File: src/logic/nand_host_pkg.sv
package nand_host_pkg;

  // Clock and timing
  localparam int CLK_PERIOD_NS = 5;
  localparam int RB_VALID_RAMP_US = 50;
  localparam int RB_VALID_VMIN_US = 10;
  localparam int VCC_WAIT_US = 100;
  localparam int RST_BUSY_MS = 1;
  localparam int T_WB_NS = 100;
  localparam int T_STROBE_LOW_NS = 30;
  localparam int T_STROBE_HIGH_NS = 20;
  localparam int NS_PER_US = 1000;
  localparam int US_PER_MS = 1000;

  // Reset release is taken as the moment the supply reaches its minimum, so the
  // ramp figure is the larger of the two and wins
  localparam int RB_VALID_US = (RB_VALID_RAMP_US > RB_VALID_VMIN_US) ?
                               RB_VALID_RAMP_US : RB_VALID_VMIN_US;
  localparam int RB_VALID_CYC = (RB_VALID_US * NS_PER_US + CLK_PERIOD_NS - 1) / CLK_PERIOD_NS;
  localparam int VCC_WAIT_CYC = (VCC_WAIT_US * NS_PER_US + CLK_PERIOD_NS - 1) / CLK_PERIOD_NS;
  localparam int RST_BUSY_CYC = (RST_BUSY_MS * US_PER_MS * NS_PER_US + CLK_PERIOD_NS - 1) /
                                CLK_PERIOD_NS;
  localparam int T_WB_CYC = (T_WB_NS + CLK_PERIOD_NS - 1) / CLK_PERIOD_NS;
  localparam int STROBE_LOW_CYC = (T_STROBE_LOW_NS + CLK_PERIOD_NS - 1) / CLK_PERIOD_NS;
  localparam int STROBE_HIGH_CYC = (T_STROBE_HIGH_NS + CLK_PERIOD_NS - 1) / CLK_PERIOD_NS;

  localparam int ADDR_BYTES = 5;
  localparam int LEN_W = 12;
  localparam logic [LEN_W-1:0] SET_FEAT_BYTES = 12'h004;

  // Opcodes
  localparam logic [7:0] OP_RESET = 8'hff;
  localparam logic [7:0] OP_READ_ID = 8'h90;
  localparam logic [7:0] OP_PARAM_PAGE = 8'hec;
  localparam logic [7:0] OP_UNIQUE_ID = 8'hed;
  localparam logic [7:0] OP_GET_FEAT = 8'hee;
  localparam logic [7:0] OP_SET_FEAT = 8'hef;
  localparam logic [7:0] OP_STATUS = 8'h70;
  localparam logic [7:0] OP_STATUS_DIE = 8'h78;
  localparam logic [7:0] OP_COL_READ = 8'h05;
  localparam logic [7:0] OP_COL_READ_CONF = 8'he0;
  localparam logic [7:0] OP_COL_WRITE = 8'h85;
  localparam logic [7:0] OP_READ = 8'h00;
  localparam logic [7:0] OP_READ_CONF = 8'h30;
  localparam logic [7:0] OP_CACHE_SEQ = 8'h31;
  localparam logic [7:0] OP_CACHE_LAST = 8'h3f;
  localparam logic [7:0] OP_COPY_CONF = 8'h35;
  localparam logic [7:0] OP_PROG = 8'h80;
  localparam logic [7:0] OP_PROG_CONF = 8'h10;
  localparam logic [7:0] OP_PROG_CACHE_CONF = 8'h15;
  localparam logic [7:0] OP_ERASE = 8'h60;
  localparam logic [7:0] OP_ERASE_CONF = 8'hd0;
  localparam logic [7:0] OP_NONE = 8'h00;

  typedef enum logic [4:0] {
    K_RESET = 5'h00, K_READ_ID = 5'h01, K_PARAM_PAGE = 5'h02, K_UNIQUE_ID = 5'h03,
    K_GET_FEAT = 5'h04, K_SET_FEAT = 5'h05, K_STATUS = 5'h06, K_STATUS_DIE = 5'h07,
    K_COL_READ = 5'h08, K_COL_WRITE = 5'h09, K_READ_MODE = 5'h0a, K_READ_PAGE = 5'h0b,
    K_CACHE_SEQ = 5'h0c, K_CACHE_RAND = 5'h0d, K_CACHE_LAST = 5'h0e, K_PROG = 5'h0f,
    K_PROG_CACHE = 5'h10, K_ERASE = 5'h11, K_COPY_READ = 5'h12, K_COPY_PROG = 5'h13
  } kind_t;

  typedef struct packed {
    logic valid;
    logic [7:0] op1;
    logic [2:0] naddr;
    logic din;
    logic conf_en;
    logic [7:0] conf;
    logic busy_after;
    logic ok_busy;
  } cmd_spec_t;

  typedef enum logic [1:0] {
    CYC_CMD = 2'h0, CYC_ADDR = 2'h1, CYC_DIN = 2'h2, CYC_DOUT = 2'h3
  } cyc_kind_t;

  typedef struct packed {
    cyc_kind_t kind;
    logic [7:0] data;
  } cyc_req_t;

  function automatic cmd_spec_t mk(input logic [7:0] op, input logic [2:0] na,
                                   input logic din, input logic ce, input logic [7:0] cf,
                                   input logic busy, input logic okb);
    mk = '{1'b1, op, na, din, ce, cf, busy, okb};
  endfunction

  function automatic cmd_spec_t cmd_spec(input logic [4:0] k);
    case (k)
      K_RESET: cmd_spec = mk(OP_RESET, 3'h0, 1'b0, 1'b0, OP_NONE, 1'b1, 1'b1);
      K_READ_ID: cmd_spec = mk(OP_READ_ID, 3'h1, 1'b0, 1'b0, OP_NONE, 1'b0, 1'b0);
      K_PARAM_PAGE: cmd_spec = mk(OP_PARAM_PAGE, 3'h1, 1'b0, 1'b0, OP_NONE, 1'b1, 1'b0);
      K_UNIQUE_ID: cmd_spec = mk(OP_UNIQUE_ID, 3'h1, 1'b0, 1'b0, OP_NONE, 1'b1, 1'b0);
      K_GET_FEAT: cmd_spec = mk(OP_GET_FEAT, 3'h1, 1'b0, 1'b0, OP_NONE, 1'b1, 1'b0);
      K_SET_FEAT: cmd_spec = mk(OP_SET_FEAT, 3'h1, 1'b1, 1'b0, OP_NONE, 1'b1, 1'b0);
      K_STATUS: cmd_spec = mk(OP_STATUS, 3'h0, 1'b0, 1'b0, OP_NONE, 1'b0, 1'b1);
      K_STATUS_DIE: cmd_spec = mk(OP_STATUS_DIE, 3'h3, 1'b0, 1'b0, OP_NONE, 1'b0, 1'b1);
      K_COL_READ: cmd_spec = mk(OP_COL_READ, 3'h2, 1'b0, 1'b1, OP_COL_READ_CONF, 1'b0, 1'b0);
      K_COL_WRITE: cmd_spec = mk(OP_COL_WRITE, 3'h2, 1'b1, 1'b0, OP_NONE, 1'b0, 1'b0);
      K_READ_MODE: cmd_spec = mk(OP_READ, 3'h0, 1'b0, 1'b0, OP_NONE, 1'b0, 1'b0);
      K_READ_PAGE: cmd_spec = mk(OP_READ, 3'h5, 1'b0, 1'b1, OP_READ_CONF, 1'b1, 1'b0);
      K_CACHE_SEQ: cmd_spec = mk(OP_CACHE_SEQ, 3'h0, 1'b0, 1'b0, OP_NONE, 1'b1, 1'b0);
      K_CACHE_RAND: cmd_spec = mk(OP_READ, 3'h5, 1'b0, 1'b1, OP_CACHE_SEQ, 1'b1, 1'b0);
      K_CACHE_LAST: cmd_spec = mk(OP_CACHE_LAST, 3'h0, 1'b0, 1'b0, OP_NONE, 1'b1, 1'b0);
      K_PROG: cmd_spec = mk(OP_PROG, 3'h5, 1'b1, 1'b1, OP_PROG_CONF, 1'b1, 1'b0);
      K_PROG_CACHE: cmd_spec = mk(OP_PROG, 3'h5, 1'b1, 1'b1, OP_PROG_CACHE_CONF, 1'b1, 1'b0);
      K_ERASE: cmd_spec = mk(OP_ERASE, 3'h3, 1'b0, 1'b1, OP_ERASE_CONF, 1'b1, 1'b0);
      K_COPY_READ: cmd_spec = mk(OP_READ, 3'h5, 1'b0, 1'b1, OP_COPY_CONF, 1'b1, 1'b0);
      K_COPY_PROG: cmd_spec = mk(OP_COL_WRITE, 3'h5, 1'b1, 1'b1, OP_PROG_CONF, 1'b1, 1'b0);
      default: cmd_spec = '0;
    endcase
  endfunction

endpackage

File: src/logic/nand_cycle_gen.sv
`timescale 1ns/100ps
module nand_cycle_gen #(
  parameter int LOW_CYC = nand_host_pkg::STROBE_LOW_CYC,
  parameter int HIGH_CYC = nand_host_pkg::STROBE_HIGH_CYC
) (
  input wire logic clk_i,
  input wire logic rst_n_i,
  input wire logic sel_i,
  input wire logic start_i,
  input wire nand_host_pkg::cyc_req_t req_i,
  input wire logic [7:0] io_sync_i,
  output logic done_o,
  output logic [7:0] rdata_o,
  output logic ce_n_o,
  output logic cle_o,
  output logic ale_o,
  output logic we_n_o,
  output logic read_strobe_n_o,
  output logic [7:0] io_o,
  output logic io_oe_o
);
  localparam logic [7:0] LOW_LAST = 8'(LOW_CYC - 1);
  localparam logic [7:0] HIGH_LAST = 8'(HIGH_CYC - 1);

  logic act_r;
  logic low_r;
  logic [7:0] cnt_r;
  logic is_dout_r;

  wire logic go = start_i && !act_r;
  wire logic low_end = act_r && low_r && (cnt_r == LOW_LAST);
  wire logic high_end = act_r && !low_r && (cnt_r == HIGH_LAST);
  wire logic is_dout = (req_i.kind == nand_host_pkg::CYC_DOUT);

  always_ff @(posedge clk_i) begin
    if (!rst_n_i) begin
      act_r <= 1'b0;
      low_r <= 1'b0;
      cnt_r <= 8'h00;
      is_dout_r <= 1'b0;
      done_o <= 1'b0;
      rdata_o <= 8'h00;
      ce_n_o <= 1'b1;
      cle_o <= 1'b0;
      ale_o <= 1'b0;
      we_n_o <= 1'b1;
      read_strobe_n_o <= 1'b1;
      io_o <= 8'h00;
      io_oe_o <= 1'b0;
    end else begin
      ce_n_o <= !sel_i;
      done_o <= high_end;
      if (go) begin
        // Only asynchronous strobe cycles are ever produced
        act_r <= 1'b1;
        low_r <= 1'b1;
        cnt_r <= 8'h00;
        is_dout_r <= is_dout;
        cle_o <= (req_i.kind == nand_host_pkg::CYC_CMD);
        ale_o <= (req_i.kind == nand_host_pkg::CYC_ADDR);
        we_n_o <= is_dout;
        read_strobe_n_o <= !is_dout;
        io_o <= req_i.data;
        io_oe_o <= !is_dout;
      end else if (low_end) begin
        // The bus is read through a two-stage synchroniser, so the strobe low time
        // must exceed the access time by at least two cycles
        if (is_dout_r) begin
          rdata_o <= io_sync_i;
        end
        low_r <= 1'b0;
        cnt_r <= 8'h00;
        we_n_o <= 1'b1;
        read_strobe_n_o <= 1'b1;
      end else if (high_end) begin
        act_r <= 1'b0;
        cle_o <= 1'b0;
        ale_o <= 1'b0;
        io_oe_o <= 1'b0;
      end else if (act_r) begin
        cnt_r <= cnt_r + 8'h01;
      end
    end
  end
endmodule // nand_cycle_gen

File: src/logic/nand_host_ctrl.sv
`timescale 1ns/100ps
module nand_host_ctrl #(
  parameter bit RB_MONITOR = 1'b1,
  parameter int RB_VALID_CYC = nand_host_pkg::RB_VALID_CYC,
  parameter int VCC_WAIT_CYC = nand_host_pkg::VCC_WAIT_CYC,
  parameter int RST_BUSY_CYC = nand_host_pkg::RST_BUSY_CYC,
  parameter int T_WB_CYC = nand_host_pkg::T_WB_CYC,
  parameter int LEN_W = nand_host_pkg::LEN_W
) (
  input wire logic SYS_CLK_I,
  input wire logic RSTN_I,
  input wire logic CMD_VALID_I,
  input wire logic [4:0] CMD_KIND_I,
  input wire logic [39:0] CMD_ADDR_I,
  input wire logic [LEN_W-1:0] CMD_LEN_I,
  output logic CMD_READY_O,
  output logic CMD_DONE_O,
  output logic CMD_ERR_O,
  input wire logic [7:0] WR_DATA_I,
  input wire logic WR_VALID_I,
  output logic WR_READY_O,
  output logic [7:0] RD_DATA_O,
  output logic RD_VALID_O,
  output logic INIT_DONE_O,
  output logic CE_N_O,
  output logic CLE_O,
  output logic ALE_O,
  output logic WE_N_O,
  output logic READ_STROBE_N_O,
  output logic WP_N_O,
  input wire logic [7:0] IO_I,
  output logic [7:0] IO_O,
  output logic IO_OE_O,
  input wire logic RB_N_I
);
  localparam int TMR_W = 20;
  localparam logic [TMR_W-1:0] TMR_MAX = '1;
  localparam logic [TMR_W-1:0] RBV_LIM = TMR_W'(RB_VALID_CYC);
  localparam logic [TMR_W-1:0] VCC_LIM = TMR_W'(VCC_WAIT_CYC);
  localparam logic [TMR_W-1:0] RST_LIM = TMR_W'(RST_BUSY_CYC);
  localparam logic [TMR_W-1:0] TWB_LIM = TMR_W'(T_WB_CYC);
  localparam logic [LEN_W-1:0] LEN_ZERO = '0;
  localparam logic [LEN_W-1:0] LEN_ONE = LEN_W'(1);

  typedef enum logic [3:0] {
    ST_PWR = 4'h0, ST_RST_CMD = 4'h1, ST_RST_BUSY = 4'h3, ST_IDLE = 4'h2,
    ST_OP1 = 4'h6, ST_ADDR = 4'h7, ST_DIN = 4'h5, ST_CONF = 4'h4,
    ST_WAIT_RB = 4'hc, ST_DOUT = 4'hd, ST_DONE = 4'hf
  } state_t;

  state_t state_r, state_nxt;
  logic pend_r, pend_nxt;
  logic [TMR_W-1:0] tmr_r;
  nand_host_pkg::cmd_spec_t spec_r, spec_nxt;
  logic [39:0] addr_r;
  logic [2:0] idx_r, idx_nxt;
  logic [LEN_W-1:0] cnt_r, cnt_nxt;
  logic err_r, err_nxt;
  logic init_r, init_nxt;
  logic [7:0] io_s1_r, io_s2_r;
  logic rb_s1_r, rb_s2_r;
  logic cyc_done;
  logic [7:0] cyc_rdata;

  wire logic rb_ready = rb_s2_r;
  wire logic cmd_take = CMD_VALID_I && CMD_READY_O;
  wire logic wr_take = (state_r == ST_DIN) && !pend_r && WR_READY_O && WR_VALID_I;
  wire nand_host_pkg::cmd_spec_t take_spec = nand_host_pkg::cmd_spec(CMD_KIND_I);
  wire logic [LEN_W-1:0] take_len = (CMD_KIND_I == nand_host_pkg::K_SET_FEAT) ?
                                    nand_host_pkg::SET_FEAT_BYTES : CMD_LEN_I;
  // A busy target takes only the commands marked valid during busy; hold the rest
  wire logic op_gate = spec_r.ok_busy || rb_ready;
  wire logic [7:0] addr_byte = addr_r[{idx_r, 3'b000} +: 8];
  wire logic addr_more = (idx_r != spec_r.naddr);
  wire logic cnt_more = (cnt_r != LEN_ZERO);

  wire state_t after_busy = spec_r.din ? ST_DONE : ST_DOUT;
  wire state_t after_conf = spec_r.busy_after ? ST_WAIT_RB : after_busy;
  wire state_t after_din = spec_r.conf_en ? ST_CONF : after_conf;
  wire state_t after_addr = spec_r.din ? ST_DIN : after_din;
  wire state_t after_op = (spec_r.naddr != 3'h0) ? ST_ADDR : after_addr;

  wire logic pwr_ok = RB_MONITOR ? ((tmr_r >= RBV_LIM) && rb_ready)
                                 : (tmr_r >= VCC_LIM);
  // Busy may not fall until tWB after the confirm, so ready is not trusted before it
  wire logic rst_ok = RB_MONITOR ? ((tmr_r >= TWB_LIM) && rb_ready)
                                 : (tmr_r >= RST_LIM);
  wire logic op_ok = (tmr_r >= TWB_LIM) && rb_ready;

  wire logic can_issue = (state_r == ST_RST_CMD) ||
                         ((state_r == ST_OP1) && op_gate) ||
                         ((state_r == ST_ADDR) && addr_more) ||
                         wr_take ||
                         (state_r == ST_CONF) ||
                         ((state_r == ST_DOUT) && cnt_more);
  wire logic cyc_start = can_issue && !pend_r;
  wire logic sel = (state_r != ST_PWR) && (state_r != ST_IDLE) && (state_r != ST_DONE);

  nand_host_pkg::cyc_req_t cyc_req;
  always_comb begin
    case (state_r)
      ST_RST_CMD: cyc_req = '{nand_host_pkg::CYC_CMD, nand_host_pkg::OP_RESET};
      ST_OP1: cyc_req = '{nand_host_pkg::CYC_CMD, spec_r.op1};
      ST_ADDR: cyc_req = '{nand_host_pkg::CYC_ADDR, addr_byte};
      ST_DIN: cyc_req = '{nand_host_pkg::CYC_DIN, WR_DATA_I};
      ST_CONF: cyc_req = '{nand_host_pkg::CYC_CMD, spec_r.conf};
      default: cyc_req = '{nand_host_pkg::CYC_DOUT, 8'h00};
    endcase
  end

  always_comb begin
    state_nxt = state_r;
    pend_nxt = pend_r;
    spec_nxt = spec_r;
    idx_nxt = idx_r;
    cnt_nxt = cnt_r;
    err_nxt = err_r;
    init_nxt = init_r;
    if (cyc_start) begin
      pend_nxt = 1'b1;
    end else if (cyc_done) begin
      pend_nxt = 1'b0;
    end
    case (state_r)
      ST_PWR: if (pwr_ok) state_nxt = ST_RST_CMD;
      ST_RST_CMD: if (cyc_done) state_nxt = ST_RST_BUSY;
      ST_RST_BUSY: begin
        if (rst_ok) begin
          state_nxt = ST_IDLE;
          init_nxt = 1'b1;
        end
      end
      ST_IDLE: begin
        if (cmd_take) begin
          spec_nxt = take_spec;
          idx_nxt = 3'h0;
          cnt_nxt = take_len;
          err_nxt = !take_spec.valid;
          state_nxt = take_spec.valid ? ST_OP1 : ST_DONE;
        end
      end
      ST_OP1: if (cyc_done) state_nxt = after_op;
      ST_ADDR: begin
        if (cyc_start) idx_nxt = idx_r + 3'h1;
        if (!pend_r && !addr_more) state_nxt = after_addr;
      end
      ST_DIN: begin
        if (cyc_start) cnt_nxt = cnt_r - LEN_ONE;
        if (!pend_r && !cnt_more) state_nxt = after_din;
      end
      ST_CONF: if (cyc_done) state_nxt = after_conf;
      ST_WAIT_RB: if (op_ok) state_nxt = after_busy;
      ST_DOUT: begin
        if (cyc_start) cnt_nxt = cnt_r - LEN_ONE;
        if (!pend_r && !cnt_more) state_nxt = ST_DONE;
      end
      ST_DONE: state_nxt = ST_IDLE;
      default: state_nxt = ST_PWR;
    endcase
  end

  always_ff @(posedge SYS_CLK_I) begin
    if (!RSTN_I) begin
      io_s1_r <= 8'h00;
      io_s2_r <= 8'h00;
      rb_s1_r <= 1'b0;
      rb_s2_r <= 1'b0;
    end else begin
      io_s1_r <= IO_I;
      io_s2_r <= io_s1_r;
      rb_s1_r <= RB_N_I;
      rb_s2_r <= rb_s1_r;
    end
  end

  always_ff @(posedge SYS_CLK_I) begin
    if (!RSTN_I) begin
      state_r <= ST_PWR;
      pend_r <= 1'b0;
      tmr_r <= '0;
      spec_r <= '0;
      addr_r <= 40'h00_0000_0000;
      idx_r <= 3'h0;
      cnt_r <= LEN_ZERO;
      err_r <= 1'b0;
      init_r <= 1'b0;
    end else begin
      state_r <= state_nxt;
      pend_r <= pend_nxt;
      tmr_r <= (state_nxt != state_r) ? '0 : ((tmr_r == TMR_MAX) ? tmr_r : tmr_r + 1'b1);
      spec_r <= spec_nxt;
      if (cmd_take) addr_r <= CMD_ADDR_I;
      idx_r <= idx_nxt;
      cnt_r <= cnt_nxt;
      err_r <= err_nxt;
      init_r <= init_nxt;
    end
  end

  // Write protect stays low until the first reset has finished, so a supply
  // glitch during start-up cannot program or erase
  always_ff @(posedge SYS_CLK_I) begin
    if (!RSTN_I) begin
      CMD_READY_O <= 1'b0;
      CMD_DONE_O <= 1'b0;
      CMD_ERR_O <= 1'b0;
      WR_READY_O <= 1'b0;
      RD_DATA_O <= 8'h00;
      RD_VALID_O <= 1'b0;
      INIT_DONE_O <= 1'b0;
      WP_N_O <= 1'b0;
    end else begin
      CMD_READY_O <= (state_nxt == ST_IDLE);
      CMD_DONE_O <= (state_r == ST_DONE);
      CMD_ERR_O <= (state_r == ST_DONE) && err_r;
      WR_READY_O <= (state_nxt == ST_DIN) && !pend_nxt && (cnt_nxt != LEN_ZERO);
      RD_VALID_O <= cyc_done && (state_r == ST_DOUT);
      if (cyc_done && (state_r == ST_DOUT)) RD_DATA_O <= cyc_rdata;
      INIT_DONE_O <= init_nxt;
      WP_N_O <= init_nxt;
    end
  end

  nand_cycle_gen u_cycle (
    .clk_i(SYS_CLK_I),
    .rst_n_i(RSTN_I),
    .sel_i(sel),
    .start_i(cyc_start),
    .req_i(cyc_req),
    .io_sync_i(io_s2_r),
    .done_o(cyc_done),
    .rdata_o(cyc_rdata),
    .ce_n_o(CE_N_O),
    .cle_o(CLE_O),
    .ale_o(ALE_O),
    .we_n_o(WE_N_O),
    .read_strobe_n_o(READ_STROBE_N_O),
    .io_o(IO_O),
    .io_oe_o(IO_OE_O)
  );
endmodule // nand_host_ctrl

File: config.mk
export PLATFORM = sky130hd
export DESIGN_NAME = nand_host_ctrl
export DESIGN_NICKNAME = d
export VERILOG_FILES = /design/src/logic/nand_host_pkg.sv /design/src/logic/nand_cycle_gen.sv /design/src/logic/nand_host_ctrl.sv
export SDC_FILE = /design/constraint.sdc
export NUM_CORES = 1
export LEC_CHECK = 0
export BUFFER_PORTS_ARGS = -buffer_cell sky130_fd_sc_hd__buf_2
export CORE_MARGIN = 2
export CORE_UTILIZATION = 56
export CTS_CLUSTER_DIAMETER = 120
export CTS_CLUSTER_SIZE = 40
export DETAILED_ROUTE_END_ITERATION = 6
export PLACE_DENSITY = 0.85
export SLEW_MARGIN = 20
export SYNTH_ARGS = -nofsm -noshare
export SYNTH_HDL_FRONTEND = slang
export SYNTH_HIERARCHICAL = 1
export SYNTH_SLANG_ARGS = --single-unit
export TNS_END_PERCENT = 10
File: constraint.sdc
create_clock -name SYS_CLK_I -period 4.69 [get_ports SYS_CLK_I]
set_input_delay 0.7035 -clock SYS_CLK_I [delete_from_list [all_inputs] [get_ports SYS_CLK_I]]
set_output_delay 0.7035 -clock SYS_CLK_I [all_outputs]
set_load 0.01 [all_outputs]
== Word level (Yosys, flattened, before mapping) ==
Memory sizes are Yosys's and may differ from the RTL's.
Cells that the tools add are included.

* Logic and storage cells: 168
* Bits in read-only memories: 704
* Memories kept: 1
* Output and inout port bits: 29
* Bits in registers: 170

{| class="wikitable"
|+ Memory list
! memory !! words !! width !! rd ports !! clocked after Yosys merged registers in !! write ports !! line !! RTL
|-
| (name not given) || 32 || 22 || 1 || 0 || 0 || nand_host_pkg.sv:90 || <nowiki>case (k)</nowiki>
|}

* Add/subtract/negate cells: 4
* Muxes and demuxes: 38
* Reduce and logical (&&, ||, !) cells: 56
* Bitwise logic cells: 3
* Eq/ne operators: 25
* Shift operators: 1
* Magnitude comparators: 2

{| class="wikitable"
|+ Operators by type and width
! cell !! number
|-
| $mux W4 || 14
|-
| $pmux W10 S5 || 1
|-
| $pmux W4 S11 || 1
|-
| $shiftx A40 B7 Y8 || 1
|-
| $mux W12 || 3
|-
| $pmux W12 S2 || 1
|-
| $reduce_bool A12 Y1 || 2
|-
| $logic_and A1 B1 Y1 || 23
|-
| $add A20 B1 Y20 const B || 1
|-
| $eq A20 B20 Y1 const B || 1
|-
| $eq A4 B3 Y1 const B || 5
|-
| $ge A20 B14 Y1 const B || 1
|-
| $ge A20 B5 Y1 const B || 1
|-
| $mux W1 || 13
|-
| $eq A4 B2 Y1 const B || 3
|-
| $eq A4 B4 Y1 const B || 3
|-
| $sub A12 B1 Y12 const B || 1
|-
| $logic_not A1 Y1 || 9
|-
| $add A8 B1 Y8 const B || 1
|-
| $eq A8 B2 Y1 const B || 1
|-
| $eq A8 B3 Y1 const B || 1
|-
| $reduce_and A2 Y1 || 4
|-
| $logic_or A1 B1 Y1 || 6
|-
| $mux W3 || 2
|-
| other kinds (22) || 30
|}

== Depth between registers and ports, before layout ==
* Depth after elaboration: 12
* Depth in mapped cells: 12
* Mapped depth without buffers: 11

== By module ==
Netlist, hierarchy kept.

{| class="wikitable"
|+ By module, submodules not included
! module !! cells each !! area an instance (um2) !! times used
|-
| nand_host_ctrl || 834 || 6,718.9 || 1
|-
| nand_cycle_gen || 144 || 1,367.6 || 1
|}

== Least setup slack after synthesis ==
Ideal clock, no wire load.

* Path type: input to register
* From: in CMD_KIND_I[1]
* To: reg WR_READY_O
* Cell stages on the path: 11
* Slack: 1.952 ns
* Data required time: 4.561 ns
* Data arrival time: 2.609 ns
* Library setup time: 0.129 ns
* Path through: inv_1 -> ha_1 -> clkbuf_1 -> nand2b_1 -> o21ai_0 -> nor2_1 -> o2bb2ai_1 -> a311oi_1 -> nand4_1 -> nor4_1 -> a31oi_1

* Word-level cells in the longest chain between the ends: 7
* Elaborated cells between the ends (all ways): 12
* Classes of those cells: eq/ne: 2; mux: 6; reduce/logical: 3; memory: 1

{| class="wikitable"
|+ RTL lines
! item !! line !! RTL
|-
| from (decl) || nand_host_ctrl.sv:13 || <nowiki>input wire logic [4:0] CMD_KIND_I,</nowiki>
|-
| $mem_v2 Z32 W22 || - ||
|-
| $mux W4 || nand_host_ctrl.sv:139 || <nowiki>state_nxt = take_spec.valid ? ST_OP1 : ST_DONE;</nowiki>
|-
| $mux W4 || nand_host_ctrl.sv:134 || <nowiki>if (cmd_take) begin</nowiki>
|-
| $pmux W4 S11 || nand_host_ctrl.sv:124 || <nowiki>case (state_r)</nowiki>
|-
| $eq A4 B3 Y1 || nand_host_ctrl.sv:216 || <nowiki>WR_READY_O <= (state_nxt == ST_DIN) && !pend_nxt && (cnt_nxt != LEN_ZERO);</nowiki>
|-
| $logic_and A1 B1 Y1 || nand_host_ctrl.sv:216 ||
|-
| $logic_and A1 B1 Y1 * || nand_host_ctrl.sv:216 ||
|-
| to (signal assigned) || nand_host_ctrl.sv:216 ||
|-
| to (decl) || nand_host_ctrl.sv:21 || <nowiki>output logic WR_READY_O,</nowiki>
|}

Mark *: on every way between the ends. The rest lies on a longest branch, timed or not.
A chain may end at the register's enable or synchronous reset.

== Worst setup path after layout ==
* From: reg state_r[1]
* To: reg u_cycle.cle_o

* Word-level cells in the longest chain between the ends: 11
* Elaborated cells between the ends (all ways): 25
* Classes of those cells: eq/ne: 7; mux: 2; reduce/logical: 16

{| class="wikitable"
|+ RTL lines
! item !! line !! RTL
|-
| from (decl) || nand_host_ctrl.sv:51 || <nowiki>state_t state_r, state_nxt;</nowiki>
|-
| from (signal assigned) || nand_host_ctrl.sv:188 || <nowiki>state_r <= state_nxt;</nowiki>
|-
| $eq A4 B3 Y1, on equally long branches || nand_host_ctrl.sv:91, nand_host_ctrl.sv:67 ||
|-
| $logic_and A1 B1 Y1, on equally long branches || nand_host_ctrl.sv:91, nand_host_ctrl.sv:67 ||
|-
| $logic_or A1 B1 Y1 / $logic_and A1 B1 Y1 (equally long branches) || nand_host_ctrl.sv:90, nand_host_ctrl.sv:67 ||
|-
| $logic_or A1 B1 Y1 / $logic_and A1 B1 Y1 (equally long branches) || nand_host_ctrl.sv:91, nand_host_ctrl.sv:67 ||
|-
| $logic_or A1 B1 Y1 || nand_host_ctrl.sv:92 || <nowiki>((state_r == ST_ADDR) && addr_more) ||</nowiki>
|-
| $logic_or A1 B1 Y1 || nand_host_ctrl.sv:93 || <nowiki>wr_take ||</nowiki>
|-
| $logic_or A1 B1 Y1 * || nand_host_ctrl.sv:94 || <nowiki>(state_r == ST_CONF) ||</nowiki>
|-
| $logic_and A1 B1 Y1 * || nand_host_ctrl.sv:96 || <nowiki>wire logic cyc_start = can_issue && !pend_r;</nowiki>
|-
| named net cyc_start || nand_host_ctrl.sv:96 ||
|-
| $logic_and A1 B1 Y1 * || nand_cycle_gen.sv:30 || <nowiki>wire logic go = start_i && !act_r;</nowiki>
|-
| $ne A2 B1 Y1 (no line) / $reduce_bool A2 Y1 (equally long branches) || - ||
|-
| $reduce_and A2 Y1 (no line) || - ||
|-
| to (signal assigned) || nand_cycle_gen.sv:59 || <nowiki>cle_o <= (req_i.kind == nand_host_pkg::CYC_CMD);</nowiki>
|-
| to (decl) || nand_cycle_gen.sv:15 || <nowiki>output logic cle_o,</nowiki>
|}

Mark *: on every way through the listed nets, which the timed path passes. The rest lies on a longest branch.

==> results.txt <==
* Status: finished, final reports clean
- Data arrives at the worst endpoint at 4.10 ns.
* Final Max Slew Viols: 0
* Number of H-tree levels: 4
* Final net count: 1137
* Std-Cell Rows: 43
- The netlist uses 78 different library cells.
- Cell with the largest stage delay on the worst path: dfxtp_1
* DRC violation total after the first TritonRoute iteration: 833
* CTS tree: done
- Portion of the clock cycle consumed by the worst path in the final layout: 0.7964
* Residual DRC: 0
- The critical path goes through and2_1, o311ai_1, a211oi_1, nor2_1, inv_2, nor2b_1, nand2_1, nor3_1, a21o_1.
* Summed negative setup slack over all endpoints: 0 ns
- Relative to the synthesized area, the layout overhead comes to 13.94%.
- Static Leak: 3.611 nW
- From bottom edge to top edge, the die measures 124.2 um.
- Synthesis produced 978 cells.
- Synthesized area per cell: 8.268 um^2
- Hold slack: 0.4309 ns
- Clock skew on the completed layout was measured at 0.007781 ns.
- Clock-pin slew on the worst setup and hold paths: 0.06 ns
- For the pin with the worst max-slew slack, the measured transition is 0.9851 ns.
- Core outline area: 13990 um^2
- Initial Utilization: 0.5781
* Summed area of non-filler cells in the final layout: 9214 um^2
- GRT Overall Usage: 0.2858
- Power density over the cells: 319.3 nW/um^2
- 0 antenna diodes ended up in the layout.
* Number of synthesized register bits: 167
- Largest net degree at the start of global routing: 55
- Detailed-placement wirelength estimate: 14.61 mm
- First-pass GRT wire length: 34.16 mm
- Once placement finished, the instance area stood at 8622 um^2.
* CTS Hold Bufs: 0
* Setup repair after global routing missed its margin: false
- Final estimated routing congestion in global placement: 0.9671
- Netlist area before placement: 8087 um^2
- The multi-input combinational cells in the finished layout cover a total of 4395 um^2.
* Leading cell type in the layout, fill and taps excluded: dfxtp_1
* Min setup slack post-route: 0.9549 ns
- Summed over all layers, the routed wires come to 21.13 mm.
- Seq. cell area: 3343 um^2
* Routed wirelength normalized by instance count: 17.04 um
* Root buffer cell: clkbuf_16
* Final hold viol count: 0
- Delay contributed by the slowest stage of the critical path: 0.97 ns
* Critical Setup Path Class: reg2reg
* Antenna violations before repair: 0
- Cell family contributing the most delay on the critical path: simple AND/OR/NAND/NOR gates
- In this run the power spent charging and discharging nets is 658.6 uW.
- Number of nets produced by synthesis: 1068
- Total power: 2.942 mW
- Dpl cells: 1208
* Grt ovf: 0
- Leaving out fill and tap cells, the most frequent cells in the layout are 167 x dfxtp_1, 156 x nand2_1, 106 x buf_2.
- Number of fill cells: 1175
* Worst slew margin relative to its limit: 0.3424
- The number of clock buffers added by TritonCTS is 17.
- The tool flagged a number of max-cap violations equal to 0.
- Once the clock tree was built, the setup fixing pass inserted 0 buffers.
* Vias: 7464
- The internal power of the cells totals 2.283 mW.
- Using the TritonRoute via totals, the vias-per-cell ratio works out to 6.019.
* Count of flip-flops with a built-in enable after synthesis: 0
- CTS sink cnt: 167
- Number of global-route vias before repair: 6963
* Combinational power share: 0.039
- Main synth FF type: dfxtp_1
- In this run the worst hold path is classified as reg2reg.
* Switching fraction of total power: 0.2239
- Die Outline Area: 15420 um^2
- Setup violations remaining at the end of the flow were counted as 0.
- Detail Route Antenna Nets: 0
- At the end of the flow the core is filled with cells to 0.6587.
- Maximum count of clock buffers along a single path: 2
- In this run the count of I/O pins placed on the die edge is 107.
* Post-Layout Cell Count: 1240
* Timing-limited maximum frequency: 267.7 MHz
- For this run, asynchronously set or reset flops after synthesis account for 0.
- IO Port Bufs: 106
- Proportion of layout cells with a drive suffix above 1: 0.1594
- Along the worst path, the maximum fanout reaches 32.
- The floorplan step set the die width to 124.2 um.
- Max VDD drop: 0.2596 mV
- Before CTS, the worst setup slack after placement is 1.342 ns.
- The number of buffers and inverters on the critical path is 1.
- Of the total power, registers draw 0.487.
- The Yosys step of the flow raised 6 warnings.
* Endpoint type of the worst setup path: flip-flop
- Req. time, crit path: 5.05 ns
- At the later pin of the worst-skew pair, clock insertion delay measures 0.43 ns.
- Post-cts sizing count: 0
- For this run, the register share of the synthesized area comes to 0.4134.
* Share of total power in the clock network: 0.474
- Crit path launch type: flip-flop
- Before antenna repair, the detailed router went through 5 iterations.
* Time the worst path needs with I/O delays and setup: 3.735 ns
## cell usage after synthesis, types with 20 or more instances
library cell	count	area share
nor2_1	105	0.049
and2_1	25	0.019
nand3_1	21	0.013
nor3_1	20	0.012
dfxtp_1	167	0.41
clkbuf_1	47	0.022
o21ai_0	36	0.022
a21oi_1	82	0.051
nand2_1	156	0.072
mux2i_1	23	0.028
## cell families (layout without fill, tap and decap cells)
group / count (synthesis) / after routing / share of synthesized area
AO/OA/AOI/OAI: 240 / 240 / 0.1965
adder cells (fa/ha/maj): 12 / 12 / 0.01857
multiplexers: 31 / 31 / 0.05075
flip-flops: 167 / 167 / 0.4134
AND/OR/NAND/NOR: 414 / 414 / 0.2431
XOR/XNOR: 32 / 32 / 0.03466
buffers and inverters: 82 / 164 / 0.04301
## flip-flops by register name (all words and copies together) (netlist names), 3 cells and up
register,count
addr_r,40
spec_r,20
tmr_r,20
cnt_r,12
RD_DATA_O,8
io_s1_r,8
io_s2_r,8
u_cycle/cnt_r,8
u_cycle/io_o,8
u_cycle/rdata_o,8
state_r,4
idx_r,3
## worst register-to-register path: stages, from the launching register on
cell      delay, ns
dfxtp_1        0.97
and2_1         0.39
o311ai_1       0.22
a211oi_1       0.37
nor2_1         0.16
inv_2          0.21
nor2b_1        0.57
nand2_1        0.23
nor3_1         0.40
a21o_1         0.17
## per-layer routing
layer / track usage / share of wire / vias to the layer above
met1: 0.3581 / 0.41 / 3484
met3: 0.08516 / 0.086 / 42
met2: 0.4580 / 0.47 / 341
met5: 0 / 0 / -
li1: - / - / 3597
met4: 0.1201 / 0.026 / 0
## worst paths after layout
check | from | endpoint | slack (ns) | cells after the start
worst max-delay path | state_r[1] | u_cycle/cle_o | 0.95 | 9
worst min-delay path | io_s1_r[7] | io_s2_r[7] | 0.43 | 1
worst max register to register | state_r[1] | u_cycle/cle_o | 0.95 | 9
worst min register to register | io_s1_r[7] | io_s2_r[7] | 0.43 | 1
## power groups by stage
stage | Sequential (mW) | Combinational (mW) | Clock, mW
final | 1.43 | 0.114 | 1.40
after detailed placement | 1.46 | 0.112 | 0
after floorplan | 1.46 | 0.0634 | 0
after global routing | 1.43 | 0.127 | 1.48
after global placement | 1.46 | 0.111 | 0
after CTS | 1.43 | 0.113 | 1.41
## final cells by class
class,count,share of cell area
clock buffer,20,0.04848
multi-input combinational,729,0.4771
sequential,167,0.3628
inverter,18,0.007333
clock inverter,12,0.01575
tap,180,0.02444
timing repair buffer,114,0.06410
(Power assumes the default switching activity.)
